[config.mk]
export PLATFORM = sky130hd
export DESIGN_NAME = tcc23_ctl
export DESIGN_NICKNAME = d
export VERILOG_FILES = /design/src/hdl/tcc23_pkg.sv /design/src/hdl/tcc23_ctl.sv
export SDC_FILE = /design/constraint.sdc
export NUM_CORES = 1
export LEC_CHECK = 0
export BUFFER_PORTS_ARGS = -buffer_cell sky130_fd_sc_hd__buf_2
export CAP_MARGIN = 20
export CORE_ASPECT_RATIO = 1.75
export CORE_MARGIN = 2
export CORE_UTILIZATION = 64
export DETAILED_ROUTE_END_ITERATION = 16
export MAX_ROUTING_LAYER = met4
export PLACE_DENSITY = 0.86
export SLEW_MARGIN = 0
export SYNTH_ARGS = -nofsm -noshare
export SYNTH_HDL_FRONTEND = slang
export SYNTH_SLANG_ARGS = --single-unit
[constraint.sdc]
create_clock -name clk_sys_i -period 9.1 [get_ports clk_sys_i]
set_input_delay 2.275 -clock clk_sys_i [delete_from_list [all_inputs] [get_ports clk_sys_i]]
set_output_delay 2.275 -clock clk_sys_i [all_outputs]
set_load 0.02 [all_outputs]
[src/hdl/tcc23_pkg.sv]
package tcc23_pkg;

    // =====================================================================
    // Register map (byte addresses on the word bus)
    localparam logic [7:0] MODE_CTL_OFS = 8'h1c;
    localparam logic [7:0] EN_POL_OFS = 8'h20;
    localparam logic [7:0] CH2_VAL_OFS = 8'h3c;
    localparam logic [7:0] CH3_VAL_OFS = 8'h40;
    localparam logic [7:0] STATUS_OFS = 8'h48;
    localparam logic [15:0] MODE_CTL_RST = 16'h0000;
    localparam logic [15:0] EN_POL_RST = 16'h0000;
    localparam logic [15:0] EN_POL_MASK = 16'h3f00;

    // =====================================================================
    // Per-channel byte of the mode register
    localparam int DIR_LSB = 0;
    localparam int FAST_BIT = 2;
    localparam int SHADOW_BIT = 3;
    localparam int MODE_LSB = 4;
    localparam int CLR_BIT = 7;
    localparam int DIV_LSB = 2;
    localparam int FLT_LSB = 4;
    localparam int CH3_BYTE_LSB = 8;

    // =====================================================================
    // Enable and polarity register bits
    localparam int CH2_EN_BIT = 8;
    localparam int CH2_POL_BIT = 9;
    localparam int CH2_NEN_BIT = 10;
    localparam int CH2_NPOL_BIT = 11;
    localparam int CH3_EN_BIT = 12;
    localparam int CH3_POL_BIT = 13;

    // =====================================================================
    // Field codes
    localparam logic [1:0] DIR_OUT = 2'h0;
    localparam logic [1:0] DIR_OWN = 2'h1;
    localparam logic [1:0] DIR_OTHER = 2'h2;
    localparam logic [1:0] DIR_TRIG = 2'h3;
    localparam logic [1:0] LOCK_FULL = 2'h3;

    typedef enum logic [2:0] {
        TCC23_TIMING,
        TCC23_SET,
        TCC23_CLEAR,
        TCC23_TOGGLE,
        TCC23_FORCE_LO,
        TCC23_FORCE_HI,
        TCC23_PWM0,
        TCC23_PWM1
    } tcc23_mode_t;

    // =====================================================================
    // Trigger latency to the output reference, and counter widths
    localparam int TRIG_LAT_SLOW = 5;
    localparam int TRIG_LAT_FAST = 3;
    localparam int TRIG_PIPE_W = 3;
    localparam int FLT_CNT_W = 4;
    localparam int DIV_CNT_W = 5;

endpackage

[src/hdl/tcc23_ctl.sv]
// Register access over Avalon-MM is this design's own decision.
`timescale 1ns/10ps
module tcc23_ctl (
    input wire logic clk_sys_i,
    input wire logic sys_rst_i,
    input wire logic [7:0] avs_address_i,
    input wire logic avs_read_i,
    input wire logic avs_write_i,
    input wire logic [31:0] avs_writedata_i,
    input wire logic [3:0] avs_byteenable_i,
    output logic [31:0] avs_readdata_o,
    output logic avs_waitrequest_o,
    input wire logic [15:0] timer_count_value_i,
    input wire logic count_down_i,
    input wire logic update_event_i,
    input wire logic [1:0] lock_level_i,
    input wire logic dead_time_sample_clk_i,
    input wire logic timer_kernel_clk_i,
    input wire logic ext_trigger_filtered_i,
    input wire logic internal_trigger_sig_i,
    input wire logic trigger_edge_i,
    input wire logic chan2_input_i,
    input wire logic chan3_input_i,
    output logic chan2_out_pin_o,
    output logic chan2_out_comp_pin_o,
    output logic chan3_out_pin_o,
    output logic chan2_capture_o,
    output logic chan3_capture_o
);

    // =====================================================================
    // Helper functions

    // Filter length N and dead-time divider exponent for a filter code
    function automatic logic [3:0] flt_len(input logic [3:0] code);
        logic [3:0] n;
        n = 4'h1;
        case (code)
            4'h0: n = 4'h1;
            4'h1: n = 4'h2;
            4'h2: n = 4'h4;
            4'ha, 4'hd: n = 4'h5;
            4'h4, 4'h6, 4'h8, 4'hb, 4'he: n = 4'h6;
            default: n = 4'h8;
        endcase
        return n;
    endfunction

    function automatic logic [2:0] flt_div(input logic [3:0] code);
        logic [2:0] d;
        d = 3'h0;
        case (code)
            4'h4, 4'h5: d = 3'h1;
            4'h6, 4'h7: d = 3'h2;
            4'h8, 4'h9: d = 3'h3;
            4'ha, 4'hb, 4'hc: d = 3'h4;
            4'hd, 4'he, 4'hf: d = 3'h5;
            default: d = 3'h0;
        endcase
        return d;
    endfunction

    // Capture prescaler: number of edges minus one
    function automatic logic [2:0] div_lim(input logic [1:0] code);
        return 3'((4'h1 << code) - 4'h1);
    endfunction

    // Byte-lane merge of a write into a 16-bit register
    function automatic logic [15:0] lane16(input logic [15:0] old, input logic [31:0] wd,
                                           input logic [3:0] be);
        return {be[1] ? wd[15:8] : old[15:8], be[0] ? wd[7:0] : old[7:0]};
    endfunction

    // =====================================================================
    // Registers
    logic [15:0] mode_q;
    logic [15:0] enpol_q;
    logic [15:0] cmp_shadow_q [2];
    logic [15:0] cmp_active_q [2];
    logic [15:0] capt_q [2];
    logic [31:0] rdata_q;
    logic ack_q;
    logic wait_q;
    logic [1:0] cmp_ref_q;

    // =====================================================================
    // Bus decode (one wait cycle on every access)
    wire logic req = (avs_read_i | avs_write_i) & ~ack_q;
    // Writes land on the edge at which waitrequest is seen low
    wire logic wr_en = avs_write_i & ack_q;
    wire logic hit_mode = avs_address_i == tcc23_pkg::MODE_CTL_OFS;
    wire logic hit_enpol = avs_address_i == tcc23_pkg::EN_POL_OFS;
    wire logic hit_v2 = avs_address_i == tcc23_pkg::CH2_VAL_OFS;
    wire logic hit_v3 = avs_address_i == tcc23_pkg::CH3_VAL_OFS;
    wire logic hit_stat = avs_address_i == tcc23_pkg::STATUS_OFS;
    wire logic [15:0] mode_wr = lane16(mode_q, avs_writedata_i, avs_byteenable_i);
    wire logic [15:0] enpol_wr = lane16(enpol_q, avs_writedata_i, avs_byteenable_i);

    // Per-channel views
    wire logic [1:0] chen = {enpol_q[tcc23_pkg::CH3_EN_BIT], enpol_q[tcc23_pkg::CH2_EN_BIT]};
    wire logic [1:0] chpol = {enpol_q[tcc23_pkg::CH3_POL_BIT], enpol_q[tcc23_pkg::CH2_POL_BIT]};
    wire logic [7:0] cbyte [2];
    assign cbyte[0] = mode_q[7:0];
    assign cbyte[1] = mode_q[15:8];

    // Field merge honouring the direction guard and the lock
    logic [15:0] mode_d;
    always_comb
    begin
        mode_d = mode_wr;
        for (int c = 0; c < 2; c++)
        begin
            if (chen[c])
            begin
                mode_d[8*c +: 2] = mode_q[8*c +: 2];
            end
            if (lock_level_i == tcc23_pkg::LOCK_FULL && mode_q[8*c +: 2] == tcc23_pkg::DIR_OUT)
            begin
                mode_d[8*c+4 +: 3] = mode_q[8*c+4 +: 3];
                mode_d[8*c+3] = mode_q[8*c+3];
            end
        end
    end

    // Control registers
    always_ff @(posedge clk_sys_i)
    begin
        if (sys_rst_i)
        begin
            mode_q <= tcc23_pkg::MODE_CTL_RST;
            enpol_q <= tcc23_pkg::EN_POL_RST;
            ack_q <= 1'b0;
            wait_q <= 1'b1;
        end
        else
        begin
            ack_q <= req;
            wait_q <= ~req;
            if (wr_en && hit_mode)
            begin
                mode_q <= mode_d;
            end
            if (wr_en && hit_enpol)
            begin
                enpol_q <= enpol_wr & tcc23_pkg::EN_POL_MASK;
            end
        end
    end

    // Read mux
    wire logic [15:0] stat_word = {10'h000, cmp_ref_q, chen, 2'h0};
    wire logic [15:0] rd_mux = hit_mode ? mode_q :
                               hit_enpol ? enpol_q :
                               hit_v2 ? (mode_q[1:0] == tcc23_pkg::DIR_OUT ? cmp_shadow_q[0] : capt_q[0]) :
                               hit_v3 ? (mode_q[9:8] == tcc23_pkg::DIR_OUT ? cmp_shadow_q[1] : capt_q[1]) :
                               hit_stat ? stat_word : 16'h0000;

    always_ff @(posedge clk_sys_i)
    begin
        if (sys_rst_i)
        begin
            rdata_q <= 32'h0000_0000;
        end
        else if (req && avs_read_i)
        begin
            rdata_q <= {16'h0000, rd_mux};
        end
    end

    // =====================================================================
    // Trigger pipeline for the slow and fast paths
    localparam int TRIG_DEPTH = tcc23_pkg::TRIG_LAT_SLOW - 1;
    logic [TRIG_DEPTH-1:0] trig_pipe_q;
    always_ff @(posedge clk_sys_i)
    begin
        if (sys_rst_i)
        begin
            trig_pipe_q <= '0;
        end
        else
        begin
            trig_pipe_q <= {trig_pipe_q[TRIG_DEPTH-2:0], trigger_edge_i};
        end
    end
    // Reference registers at stage 4 with output register makes 5; fast path taps stage 2
    wire logic trig_slow = trig_pipe_q[tcc23_pkg::TRIG_LAT_SLOW-2];
    wire logic trig_fast = trig_pipe_q[tcc23_pkg::TRIG_LAT_FAST-2];

    // Dead-time sample divider shared by both filters
    logic [tcc23_pkg::DIV_CNT_W-1:0] dts_cnt_q;
    always_ff @(posedge clk_sys_i)
    begin
        if (sys_rst_i)
        begin
            dts_cnt_q <= '0;
        end
        else if (dead_time_sample_clk_i)
        begin
            dts_cnt_q <= dts_cnt_q + 5'h01;
        end
    end

    // =====================================================================
    // Per-channel logic
    logic [1:0] pwm_prev_q;
    logic [1:0] flt_q;
    logic [1:0] flt_prev_q;
    logic [tcc23_pkg::FLT_CNT_W-1:0] flt_cnt_q [2];
    logic [2:0] edge_cnt_q [2];
    logic [1:0] capt_q_pulse;
    wire logic [1:0] pin_raw = {chan3_input_i, chan2_input_i};

    for (genvar c = 0; c < 2; c++)
    begin : g_ch
        wire logic [7:0] b = cbyte[c];
        wire logic [1:0] dir = b[1:0];
        wire tcc23_pkg::tcc23_mode_t md = tcc23_pkg::tcc23_mode_t'(b[6:4]);
        wire logic is_pwm = md == tcc23_pkg::TCC23_PWM0 || md == tcc23_pkg::TCC23_PWM1;
        wire logic match = timer_count_value_i == cmp_active_q[c];
        wire logic below = timer_count_value_i < cmp_active_q[c];
        wire logic above = timer_count_value_i > cmp_active_q[c];
        // PWM0 active level; PWM1 is its inverse
        wire logic pwm0 = count_down_i ? ~above : below;
        wire logic pwm_lvl = (md == tcc23_pkg::TCC23_PWM0) ? pwm0 : ~pwm0;
        wire logic ftrig = is_pwm && (b[tcc23_pkg::FAST_BIT] ? trig_fast : trig_slow);
        wire logic pwm_chg = pwm_lvl != pwm_prev_q[c] || !is_pwm;

        // Filter sampling: kernel clock for codes 1 to 3, otherwise dead-time clock divided per code (undivided for code 0)
        wire logic [3:0] fcode = b[7:4];
        wire logic [2:0] fdiv = flt_div(fcode);
        wire logic [4:0] dmask = 5'((6'h01 << fdiv) - 6'h01);
        wire logic samp = (fcode == 4'h0) ? dead_time_sample_clk_i :
                          (fcode <= 4'h3) ? timer_kernel_clk_i :
                          dead_time_sample_clk_i && ((dts_cnt_q & dmask) == dmask);
        wire logic in_pin = (dir == tcc23_pkg::DIR_OWN) ? flt_q[c] :
                            (dir == tcc23_pkg::DIR_OTHER) ? flt_q[1-c] :
                            (dir == tcc23_pkg::DIR_TRIG) ? internal_trigger_sig_i : 1'b0;
        wire logic sel_in = in_pin ^ chpol[c];
        wire logic sel_prev = flt_prev_q[c];
        wire logic qual = chen[c] && dir != tcc23_pkg::DIR_OUT && sel_in && !sel_prev;

        // Output reference generation
        always_ff @(posedge clk_sys_i)
        begin
            if (sys_rst_i)
            begin
                cmp_ref_q[c] <= 1'b0;
                pwm_prev_q[c] <= 1'b0;
            end
            else
            begin
                pwm_prev_q[c] <= pwm_lvl;
                if (b[tcc23_pkg::CLR_BIT] && ext_trigger_filtered_i)
                    cmp_ref_q[c] <= 1'b0;
                else if (ftrig)
                    cmp_ref_q[c] <= md == tcc23_pkg::TCC23_PWM0;
                else
                begin
                    case (md)
                        tcc23_pkg::TCC23_TIMING: cmp_ref_q[c] <= cmp_ref_q[c];
                        tcc23_pkg::TCC23_SET: if (match) cmp_ref_q[c] <= 1'b1;
                        tcc23_pkg::TCC23_CLEAR: if (match) cmp_ref_q[c] <= 1'b0;
                        tcc23_pkg::TCC23_TOGGLE: if (match) cmp_ref_q[c] <= ~cmp_ref_q[c];
                        tcc23_pkg::TCC23_FORCE_LO: cmp_ref_q[c] <= 1'b0;
                        tcc23_pkg::TCC23_FORCE_HI: cmp_ref_q[c] <= 1'b1;
                        default: if (pwm_chg) cmp_ref_q[c] <= pwm_lvl;
                    endcase
                end
            end
        end

        // Compare value shadow and active copy
        wire logic wr_val = wr_en && (c == 0 ? hit_v2 : hit_v3) && dir == tcc23_pkg::DIR_OUT;
        always_ff @(posedge clk_sys_i)
        begin
            if (sys_rst_i)
            begin
                cmp_shadow_q[c] <= 16'h0000;
                cmp_active_q[c] <= 16'h0000;
            end
            else
            begin
                if (wr_val)
                    cmp_shadow_q[c] <= lane16(cmp_shadow_q[c], avs_writedata_i, avs_byteenable_i);
                if (!b[tcc23_pkg::SHADOW_BIT] && wr_val)
                    cmp_active_q[c] <= lane16(cmp_shadow_q[c], avs_writedata_i, avs_byteenable_i);
                else if (b[tcc23_pkg::SHADOW_BIT] && update_event_i)
                    cmp_active_q[c] <= cmp_shadow_q[c];
            end
        end

        // Digital input filter: N agreeing samples before the output moves
        always_ff @(posedge clk_sys_i)
        begin
            if (sys_rst_i)
            begin
                flt_q[c] <= 1'b0;
                flt_cnt_q[c] <= 4'h0;
                flt_prev_q[c] <= 1'b0;
            end
            else
            begin
                flt_prev_q[c] <= sel_in;
                if (samp)
                begin
                    if (pin_raw[c] == flt_q[c])
                        flt_cnt_q[c] <= 4'h0;
                    else if (flt_cnt_q[c] + 4'h1 >= flt_len(fcode))
                    begin
                        flt_q[c] <= pin_raw[c];
                        flt_cnt_q[c] <= 4'h0;
                    end
                    else
                        flt_cnt_q[c] <= flt_cnt_q[c] + 4'h1;
                end
            end
        end

        // Capture prescaler and counter capture
        always_ff @(posedge clk_sys_i)
        begin
            if (sys_rst_i)
            begin
                edge_cnt_q[c] <= 3'h0;
                capt_q_pulse[c] <= 1'b0;
                capt_q[c] <= 16'h0000;
            end
            else
            begin
                capt_q_pulse[c] <= 1'b0;
                if (!chen[c])
                    edge_cnt_q[c] <= 3'h0;
                else if (qual)
                begin
                    if (edge_cnt_q[c] == div_lim(b[tcc23_pkg::DIV_LSB +: 2]))
                    begin
                        edge_cnt_q[c] <= 3'h0;
                        capt_q_pulse[c] <= 1'b1;
                        capt_q[c] <= timer_count_value_i;
                    end
                    else
                        edge_cnt_q[c] <= edge_cnt_q[c] + 3'h1;
                end
            end
        end
    end

    // =====================================================================
    // Pin drivers: polarity and enable applied, registered
    always_ff @(posedge clk_sys_i)
    begin
        if (sys_rst_i)
        begin
            chan2_out_pin_o <= 1'b0;
            chan2_out_comp_pin_o <= 1'b0;
            chan3_out_pin_o <= 1'b0;
        end
        else
        begin
            chan2_out_pin_o <= chen[0] && mode_q[1:0] == tcc23_pkg::DIR_OUT &&
                               (cmp_ref_q[0] ^ chpol[0]);
            chan2_out_comp_pin_o <= enpol_q[tcc23_pkg::CH2_NEN_BIT] &&
                                    mode_q[1:0] == tcc23_pkg::DIR_OUT &&
                                    (~cmp_ref_q[0] ^ enpol_q[tcc23_pkg::CH2_NPOL_BIT]);
            chan3_out_pin_o <= chen[1] && mode_q[9:8] == tcc23_pkg::DIR_OUT &&
                               (cmp_ref_q[1] ^ chpol[1]);
        end
    end

    assign avs_readdata_o = rdata_q;
    assign avs_waitrequest_o = wait_q;
    assign chan2_capture_o = capt_q_pulse[0];
    assign chan3_capture_o = capt_q_pulse[1];

    // =====================================================================
    // Checks
    chk_dir_guard: assert property (@(posedge clk_sys_i) disable iff (sys_rst_i)
        chen[0] |=> $stable(mode_q[1:0]) || $past(!chen[0]))
        else $error("direction changed while enabled");
    chk_force_low: assert property (@(posedge clk_sys_i) disable iff (sys_rst_i)
        (g_ch[0].md == tcc23_pkg::TCC23_FORCE_LO && !g_ch[0].ftrig) |=> !cmp_ref_q[0])
        else $error("force low not held");
    chk_ref_clear: assert property (@(posedge clk_sys_i) disable iff (sys_rst_i)
        (mode_q[tcc23_pkg::CLR_BIT] && ext_trigger_filtered_i) |=> !cmp_ref_q[0])
        else $error("reference not cleared by trigger");
    chk_presc_rst: assert property (@(posedge clk_sys_i) disable iff (sys_rst_i)
        !chen[0] |=> edge_cnt_q[0] == 3'h0)
        else $error("prescaler not reset");
    chk_timing_hold: assert property (@(posedge clk_sys_i) disable iff (sys_rst_i)
        (g_ch[1].md == tcc23_pkg::TCC23_TIMING && !mode_q[15]) |=> $stable(cmp_ref_q[1]))
        else $error("timing mode changed reference");
    chk_shadow_load: assert property (@(posedge clk_sys_i) disable iff (sys_rst_i)
        (mode_q[tcc23_pkg::SHADOW_BIT] && update_event_i && !(wr_en && hit_v2))
        |=> cmp_active_q[0] == $past(cmp_shadow_q[0]))
        else $error("shadow not loaded on update");
    chk_enpol_top: assert property (@(posedge clk_sys_i) disable iff (sys_rst_i)
        enpol_q[15:14] == 2'h0)
        else $error("reserved enable bits set");
    chk_bus_answer: assert property (@(posedge clk_sys_i) disable iff (sys_rst_i)
        (req && !ack_q) |=> !avs_waitrequest_o)
        else $error("bus not answered in one cycle");

endmodule

# == Yosys cells after proc, flatten, opt, wreduce, memory -nomap -nowiden ==
# Memories as Yosys holds them, arrays and structs flattened.
# Index checks and enable logic that the tools add are counted.
# word_totals
inputBits,75
n_memories,9
register_bits,62
mem_bits_ro,224
mem_bits_rw,110
# mem_list
memory,words,width,read_ports,rd_clocked_by_memory_dff,write_ports,line,source
(no name shown),16,4,1,0,0,tcc23_ctl.sv:38,case (code)
(no name shown),16,4,1,0,0,tcc23_ctl.sv:38,
(no name shown),16,3,1,0,0,tcc23_ctl.sv:52,case (code)
(no name shown),16,3,1,0,0,tcc23_ctl.sv:52,
capt_q,2,16,2,0,2,tcc23_ctl.sv:80,logic [15:0] capt_q [2];
cmp_active_q,2,16,2,0,2,tcc23_ctl.sv:79,logic [15:0] cmp_active_q [2];
3 more memories,n/a,n/a,n/a,n/a,n/a,n/a,
# op_classes
n_mux,141
n_addsub,9
n_shift,4
n_reduce_logical,64
eq_ne,44
bitwise_logic,44
magnitude_cmp,8
# ops
operator,n
16-bit 2-to-1 mux,14
1-bit 2-to-1 mux,102
4-bit 2-to-1 mux,12
16-bit equality test,2
16-bit > comparator,2
16-bit < comparator,2
8-bit 2-to-1 mux,4
1-bit logical AND,31
3-bit equality test (second input constant),8
1-bit OR,21
3-bit 2-to-1 mux,6
3-bit != test (second input constant),6
3-bit AND reduction,6
8-bit by 6-bit equality test with 1-bit output (second input constant),2
8-bit by 7-bit equality test with 1-bit output (second input constant),2
1-bit NOT,14
7-bit nonzero test,2
3-bit by 2-bit equality test with 1-bit output (second input constant),4
1-bit case mux with 6 select lines,2
5-bit bitwise AND,2
2-bit equality test (second input constant),5
5-bit equality test,2
5-bit AND reduction,2
1-bit by 3-bit left shift with 5-bit output (first input constant),2
other kinds (26),59

# == Logic depth before layout (Yosys ltp) ==
# Gate-level depths: netlist of run 1.
# An unclocked memory read counts as a cell.
# logic_depth
depth_word,18
mapped_depth,13
ltp_nobuf,12

# == Least setup slack after synthesis of run 1 ==
# Ideal clock, no wire load.
# synth_path
path_kind,in2reg
startpoint,input avs_address_i[1]
endpoint,memory cmp_shadow_q[0][0] (enable)
cell_stages,5
n_path_buf,1
slack_ns,4.317
arrival_time_ns,4.368
t_required_ns,8.686
cell_sequence,nor3_2 -> and3_1 -> nand2_2 -> buf_1 -> o31ai_1
# synth_lines
item,line,source
"start, declared",tcc23_ctl.sv:6,"input wire logic [7:0] avs_address_i,"
"end, declared",tcc23_ctl.sv:78,logic [15:0] cmp_shadow_q [2];

==> out/summary.log, run 1 <==
[outcome] run status finished, final reports clean
[drt] drt drc 0
[synth] Post-synth top flop edfxtp_1
[floorplanning] site row count 59
[timing] final total negative setup slack 0 ns
[synth] area of the mapped netlist 9720 sq um
[flow_run] Maximum Capacitance Violations 0
[timing] count of endpoints failing setup in the final report 0
[global_route] total grt overflow 0
[timing] final critical-path share of the clock period 0.524
[global_route] number of antenna violations at the first check in global routing 0
[cts] cts hold-fix bufs 0
[synth] synthesized instance count 949
[cts] cell chosen for the clock root clkbuf_16
[global_route] via count of the first global-routing pass 7846
[synth] flops & latches, synth 172
[setup_path] Max stage delay cell, worst path nand4_1
[timing] maximum frequency from static timing analysis 0.210 GHz
[final_layout] Post-Route Utilization 0.725
[setup_path] setup slack of the most critical reg-to-reg path 6.06 ns
[drt] drt wl/cell 22.1 um
[floorplanning] Die Height 167 um
[global_route] global-route wire length before repair 40.6 mm
[cts] clock tree buffer depth 2
[drt] violation count after the first detailed-route iteration 673
[final_layout] share of layout cells above drive strength 1 0.155
[worst_hold_path] type of the most critical hold path reg -> reg
[timing] pin slew with the least headroom to its limit 1.02 ns
[timing] final count of pins violating max slew 0
[synth] ys async rst share 0
[cts] register clock-pin slew on the reported worst setup and hold paths 0.07 ns
[timing] clock period minus worst slack 4.77 ns
[final_layout] most common library cell in the layout ignoring fill and taps edfxtp_1
[global_route] maximum number of pins on one net before global-route repair 59
[timing] Hold Slack 0.462 ns
[cts] count of cells resized by post-cts repair 0
[cts] clock tree from TritonCTS built
[final_layout] final design instance area without fill 10800 sq um
[placed_design] total half-perimeter wirelength after legalization and detailed placement 18.4 mm
[floorplanning] overall die area 16200 sq um
[global_route] All-Layer GR Usage 0.335
[placed_design] count of buffers inserted at the top-level ports 78
[synth] mean cell area of the mapped netlist 10.2 sq um
[floorplanning] floorplan core area 14800 sq um
[drt] DRT Pass-1 Iters 5
[timing] Max transition margin 0.317
[placed_design] number of cells in the design after placement 1169
[setup_path] cell-by-cell trace of the critical path buf_2 -> nor3_2 -> and3_1 -> nand2_2 -> inv_1 -> nand4_1 -> a21oi_1 -> a22o_1
[power] Pwr Density 165 nW/um^2
[power] leak pwr 4.27 nW
[timing] setup repair after global routing missed its margin false
[timing] clk_skew 0.0108 ns
[final_layout] Antenna Cells 0
[cts] clk sink count 172
[drt] routed vias 7814
[timing] final hold viol count 0
[cts] number of CTS-inserted buffers 17
[setup_path] data required time of the critical path 9.40 ns
[cts] H-Tree Depth 4
[drt] Vias per Instance 6.50
[floorplanning] # IOs 113
[setup_path] highest cell delay on the worst timing path 0.83 ns
[synth] number of library cell types mapped by synthesis 69
[setup_path] Setup crit start kind input port
[placed_design] instance area at placement 10100 sq um
[setup_path] maximum fanout along the worst path 19
[drt] total wire length 26.5 mm
[setup_path] critical setup path kind in -> reg
[setup_path] crit path capture type register
[floorplanning] die width 97.2 um
[synth] sequential-to-total area share from yosys stat 0.467
[final_layout] Area Overhead vs Synth 10.7%
[cts] Setup Buffers After CTS 0
[synth] number of warnings printed during yosys synthesis 0
[final_layout] final layout net count 1136
[final_layout] non-filler instance count after layout 1202
[synth] Post-synth EDFFs 110
[final_layout] leading cell types in the layout, fill and taps excluded edfxtp_1 (110), nor2_1 (78), buf_2 (78)
[power] peak ir drop on the vdd network 108 uV
[placed_design] routability congestion estimate from global placement 0.953
[cts] Clock Latency Late Sink 0.44 ns
[setup_path] arrival time of the worst setup path 5.07 ns
[floorplanning] starting density of the core 0.655
[drt] number of nets with antenna violations after routing 0
-- cells by family (layout without fill, tap and decap cells) --
kind of cell               after synthesis  count (layout)  synth area share
other                                    1              16          0.000386
AOI/OAI and AO/OA                      216             216             0.161
adders and majority gates               55              55            0.0708
muxes                                   66              66            0.0690
xor gates and xnor gates                23              23            0.0207
and+or+nand+nor                        296             296             0.155
DFF                                    172             172             0.467
buffers and inverters                  120             175            0.0556
-- where the power goes --
group | total, mW | switching [mW] | internal (mW)
Clock | 0.755 | 0.340 | 0.414
Sequential | 0.868 | 0.0160 | 0.852
Combinational | 0.148 | 0.0970 | 0.0514
-- cell usage after synthesis, types with 4 or more instances --
library cell	number	area share
dfxtp_1	62	0.13
mux2i_1	58	0.060
buf_2	9	0.0046
nor2_1	78	0.030
o221ai_1	6	0.0054
nand2_1	75	0.029
a311oi_1	7	0.0063
o31ai_1	4	0.0031
nand3_1	15	0.0077
nand4_1	12	0.0077
a21oi_1	63	0.032
a211oi_1	14	0.011
xor2_1	13	0.012
nor4_1	6	0.0039
a21oi_4	8	0.013
o211ai_1	6	0.0046
a22o_1	32	0.029
nand2b_1	20	0.013
buf_4	17	0.013
inv_1	53	0.020
mux2_2	8	0.0093
nor3_1	5	0.0026
or3_1	4	0.0026
edfxtp_1	110	0.34
xnor2_1	10	0.0090
and3_1	11	0.0071
clkbuf_1	35	0.014
and2_1	33	0.021
a21o_1	8	0.0062
ha_1	55	0.071
a221oi_1	5	0.0045
nor2b_1	10	0.0064
nand3b_1	4	0.0031
o22ai_1	10	0.0064
o21ai_0	31	0.016
-- sequential cells by signal (all words and copies together), names as in the netlist, 4 cells and up --
signal / count
cmp_shadow_q: 32
mode_q: 16
edge_cnt_q: 6
cmp_active_q: 32
dts_cnt_q: 5
avs_readdata_o: 16
trig_pipe_q: 4
flt_cnt_q: 8
enpol_q: 6
capt_q: 32
-- cell type report --
type	count	area [sq um]
Clock buffer	17	425
Tap cell	183	229
Clock inverter	15	174
Timing Repair Buffer	89	480
Fill cell	1057	4080
Inverter	54	203
Multi-Input combinational cell	672	4700
Sequential cell	172	4540
-- critical path, delay by kind of cell --
family                 cells  cell delay (ns)
and+or+nand+nor            4             1.69
buffers and inverters      2             0.38
AOI/OAI and AO/OA          2             0.71
-- worst paths after layout --
| kind | end | start | cells after the start |
|---|---|---|---|
| max | cmp_active_q[0][10] | avs_address_i[1] | 8 |
| min | trig_pipe_q[3] | trig_pipe_q[2] | 1 |
| max reg2reg | cmp_active_q[0][10] | mode_q[1] | 6 |
| min reg2reg | trig_pipe_q[3] | trig_pipe_q[2] | 1 |
-- metrics by stage --
| step | total power [mW] | setup slack (ns) |
|---|---|---|
| after CTS | 1.77 | 4.42 |
| after global placement | 1.02 | 4.09 |
| after detailed placement | 1.03 | 3.99 |
| after global routing | 1.82 | 4.21 |
| final | 1.77 | 4.33 |
| after floorplan | 0.975 | 4.32 |
-- routing by layer --
| metal | part of all wire | global-route usage | vias up | wire [um] |
|---|---|---|---|---|
| li1 | - | - | 3540 | - |
| met1 | 0.34 | 0.357 | 3694 | 8970 |
| met2 | 0.50 | 0.565 | 458 | 13300 |
| met3 | 0.087 | 0.0621 | 122 | 2300 |
| met4 | 0.074 | 0.219 | 0 | 1970 |
| met5 | 0 | - | - | 0 |
Power figures use the tool's default switching activity.
==> inputs of run 2 (changes only) <==
--- a/config.mk
+++ b/config.mk
@@ -9,10 +9,10 @@
 export CAP_MARGIN = 20
 export CORE_ASPECT_RATIO = 1.75
 export CORE_MARGIN = 2
-export CORE_UTILIZATION = 64
+export CORE_UTILIZATION = 53
 export DETAILED_ROUTE_END_ITERATION = 16
 export MAX_ROUTING_LAYER = met4
-export PLACE_DENSITY = 0.86
+export PLACE_DENSITY = 0.76
 export SLEW_MARGIN = 0
 export SYNTH_ARGS = -nofsm -noshare
 export SYNTH_HDL_FRONTEND = slang
==> constraint.sdc (replaced) <==
create_clock -name clk_sys_i -period 3.91 [get_ports clk_sys_i]
set_input_delay 0.9775 -clock clk_sys_i [delete_from_list [all_inputs] [get_ports clk_sys_i]]
set_output_delay 0.9775 -clock clk_sys_i [all_outputs]
set_load 0.02 [all_outputs]
==> run 2 against run 1 <==
Net effect: clock-buffer cell count grew 1; worst setup slack worse by 3.5 ns; critical path type is now reg -> reg; final cell count grew 5.1%.
==> out/summary.log, run 2 (synthesized netlist as in run 1, its figures left out) <==
[power] leak pwr 4.30 nW [+0.64%]
[setup_path] origin of the critical flop-to-flop path mode_q[5]
[setup_path] maximum fanout along the worst path 11 [-8]
[timing] clk_skew 0.00704 ns [-0.00375 ns]
[cts] Setup Buffers After CTS 0 [unchanged]
[drt] violation count after the first detailed-route iteration 602 [-11%]
[power] internal power 3.10 mW [+130%]
[timing] Hold Slack 0.457 ns [-0.00447 ns]
[power] peak ir drop on the vdd network 289 uV [+170%]
[placed_design] count of buffers inserted at the top-level ports 78 [unchanged]
[setup_path] Setup crit start kind register
[drt] drt drc 0 [unchanged]
[worst_hold_path] worst hold path startpoint trig_pipe_q[2]
[drt] number of nets with antenna violations after routing 0 [unchanged]
[timing] setup repair after global routing missed its margin false
[cts] cts hold-fix bufs 0 [unchanged]
[worst_hold_path] type of the most critical hold path reg -> reg
[drt] total wire length 26.4 mm [-0.28%]
[drt] DRT Pass-1 Iters 5 [unchanged]
[timing] post-layout worst setup margin 0.848 ns [-3.48 ns]
[cts] cell chosen for the clock root clkbuf_16
[power] Pwr Total 4.07 mW [+130%]
[power] sequential fraction of design power 0.497 [+0.007]
[final_layout] Area Overhead vs Synth 11.8%
[global_route] total grt overflow 0 [unchanged]
[floorplanning] site row count 65 [+10%]
[setup_path] FF-to-FF End flt_cnt_q[0][0]
[flow_run] Maximum Capacitance Violations 0 [unchanged]
[setup_path] crit path capture type register
[power] sw frac 0.239 [-0.0169]
[final_layout] registers with the most flip-flops capt_q x32, cmp_active_q x32, cmp_shadow_q x32
[placed_design] number of cells in the design after placement 1230 [+5.2%]
[outcome] run status finished, final reports clean
[timing] count of endpoints failing setup in the final report 0 [unchanged]
[placed_design] routability congestion estimate from global placement 0.928 [-2.7%]
[placed_design] Place WS 0.698 ns [-3.29 ns]
[power] combinational fraction of design power 0.084 [about the same]
[timing] clock period minus worst slack 3.06 ns
[cts] Clock Latency Late Sink 0.45 ns [about the same]
[floorplanning] starting density of the core 0.541 [-0.114]
[drt] drt wl/cell 20.9 um [-5.1%]
[global_route] number of antenna violations at the first check in global routing 1 [+1]
[setup_path] critical setup path kind reg -> reg
[setup_path] data required time of the critical path 4.21 ns [-5.19 ns]
[power] share of power burned in the clock network 0.419 [-0.007]
[final_layout] final layout net count 1145 [+0.79%]
[timing] final critical-path share of the clock period 0.783
[timing] maximum frequency from static timing analysis 0.327 GHz
[cts] count of cells resized by post-cts repair 0 [unchanged]
[cts] H-Tree Depth 4 [unchanged]
[cts] register clock-pin slew on the reported worst setup and hold paths 0.06 ns [about the same]
[timing] pin slew with the least headroom to its limit 0.842 ns [-0.180 ns]
[setup_path] Register-to-Register Path Depth 10 [+4]
[floorplanning] die width 106 um [+9.5%]
[global_route] All-Layer GR Usage 0.286 [-0.0487]
[timing] Max transition margin 0.438 [+0.122]
[global_route] via count of the first global-routing pass 7844 [-0.025%]
[power] Psw 0.973 mW [+110%]
[drt] routed vias 7688 [-1.6%]
[floorplanning] # IOs 113 [unchanged]
[floorplanning] Die Height 183 um [+9.7%]
[final_layout] final design instance area without fill 10900 sq um [+1.0%]
[placed_design] total half-perimeter wirelength after legalization and detailed placement 19.4 mm [+5.7%]
[final_layout] most common library cell in the layout ignoring fill and taps edfxtp_1
[floorplanning] overall die area 19500 sq um [+20%]
[final_layout] Post-Route Utilization 0.605 [-0.121]
[power] Pwr Density 374 nW/um^2 [+130%]
[global_route] global-route wire length before repair 40.5 mm [-0.26%]
[timing] final total negative setup slack 0 ns [unchanged]
[setup_path] arrival time of the worst setup path 3.36 ns [-1.71 ns]
[worst_hold_path] Worst Hold Depth 1 [unchanged]
[final_layout] Fill cells 1516 [+43%]
[cts] clock tree buffer depth 2 [unchanged]
[global_route] maximum number of pins on one net before global-route repair 37 [-37%]
[placed_design] instance area at placement 10300 sq um [+1.3%]
[final_layout] non-filler instance count after layout 1263 [+5.1%]
[setup_path] setup slack of the most critical reg-to-reg path 0.85 ns [-5.21 ns]
[timing] final count of pins violating max slew 0 [unchanged]
[final_layout] share of layout cells above drive strength 1 0.159 [+0.00351]
[cts] number of CTS-inserted buffers 17 [unchanged]
[final_layout] leading cell types in the layout, fill and taps excluded edfxtp_1 (110), nor2_1 (78), buf_2 (78)
[floorplanning] floorplan core area 18000 sq um [+21%]
[cts] clk sink count 172 [unchanged]
[timing] final hold viol count 0 [unchanged]
[drt] Vias per Instance 6.09 [-6.4%]
[worst_hold_path] worst hold endpoint trig_pipe_q[3]
[cts] clock tree from TritonCTS built
## run 2: cell types whose count changed in the layout (fill, tap and decap cells not counted), sizes merged
cell | previous run | this run
clkinvlp | 4 | 5
buf | 89 | 98
diode | 0 | 1
inv | 62 | 55
clkbuf | 17 | 18
bufinv | 2 | 3
clkinv | 1 | 5
## run 2: power groups by stage
stage          sequential (mW)  clock, mW  combinational [mW]
2_1_floorplan             2.06          0               0.206
3_5_place_dp              2.06          0               0.338
5_1_grt                   2.03       1.79               0.374
4_1_cts                   2.02       1.72               0.341
3_3_place_gp              2.06          0               0.329
6_report                  2.02       1.70               0.343
## run 2: final cells by class
| cell class | instances | area, sq um | area share |
|---|---|---|---|
| multi-input combinational | 672 | 4700 | 0.433 |
| sequential | 172 | 4540 | 0.418 |
| timing repair buffer | 98 | 541 | 0.0497 |
| clock buffer | 18 | 429 | 0.0395 |
| tap | 234 | 293 | 0.0269 |
| inverter | 54 | 203 | 0.0187 |
| clock inverter | 14 | 151 | 0.0139 |
| antenna | 1 | 2.50 | 0.000230 |
## run 2: worst max-delay path by stage
| stage | cells past startpoint | startpoint | endpoint |
|---|---|---|---|
| finish | 10 | mode_q[5] | flt_cnt_q[0][0] |
| global route | 10 | mode_q[6] | flt_cnt_q[0][0] |
| CTS | 10 | mode_q[5] | flt_cnt_q[0][2] |
| detailed placement | 8 | timer_count_value_i[11] | cmp_ref_q[0] |
| global placement | 8 | timer_count_value_i[11] | cmp_ref_q[0] |
| floorplan | 5 | avs_address_i[1] | cmp_shadow_q[0][0] |
## run 2: worst max-delay path, cell delays in order (launching register included)
cell and delay, ns:
dfxtp_1 0.52, ha_1 0.44, mux2i_1 0.11, o21ai_0 0.18, ha_1 0.25, nand2b_1 0.15
a21o_1 0.18, a21o_1 0.18, a21oi_1 0.25, or4b_4 0.54, nor2_1 0.13
## run 2: per-layer routing
| layer | part of all wire | wire length (um) | global-route usage | vias up |
|---|---|---|---|---|
| met2 | 0.51 | 13600 | 0.495 | 333 |
| met1 | 0.35 | 9360 | 0.284 | 3672 |
| li1 | - | - | - | 3552 |
| met3 | 0.062 | 1640 | 0.0561 | 131 |
| met5 | 0 | 0 | - | - |
| met4 | 0.071 | 1880 | 0.205 | 0 |
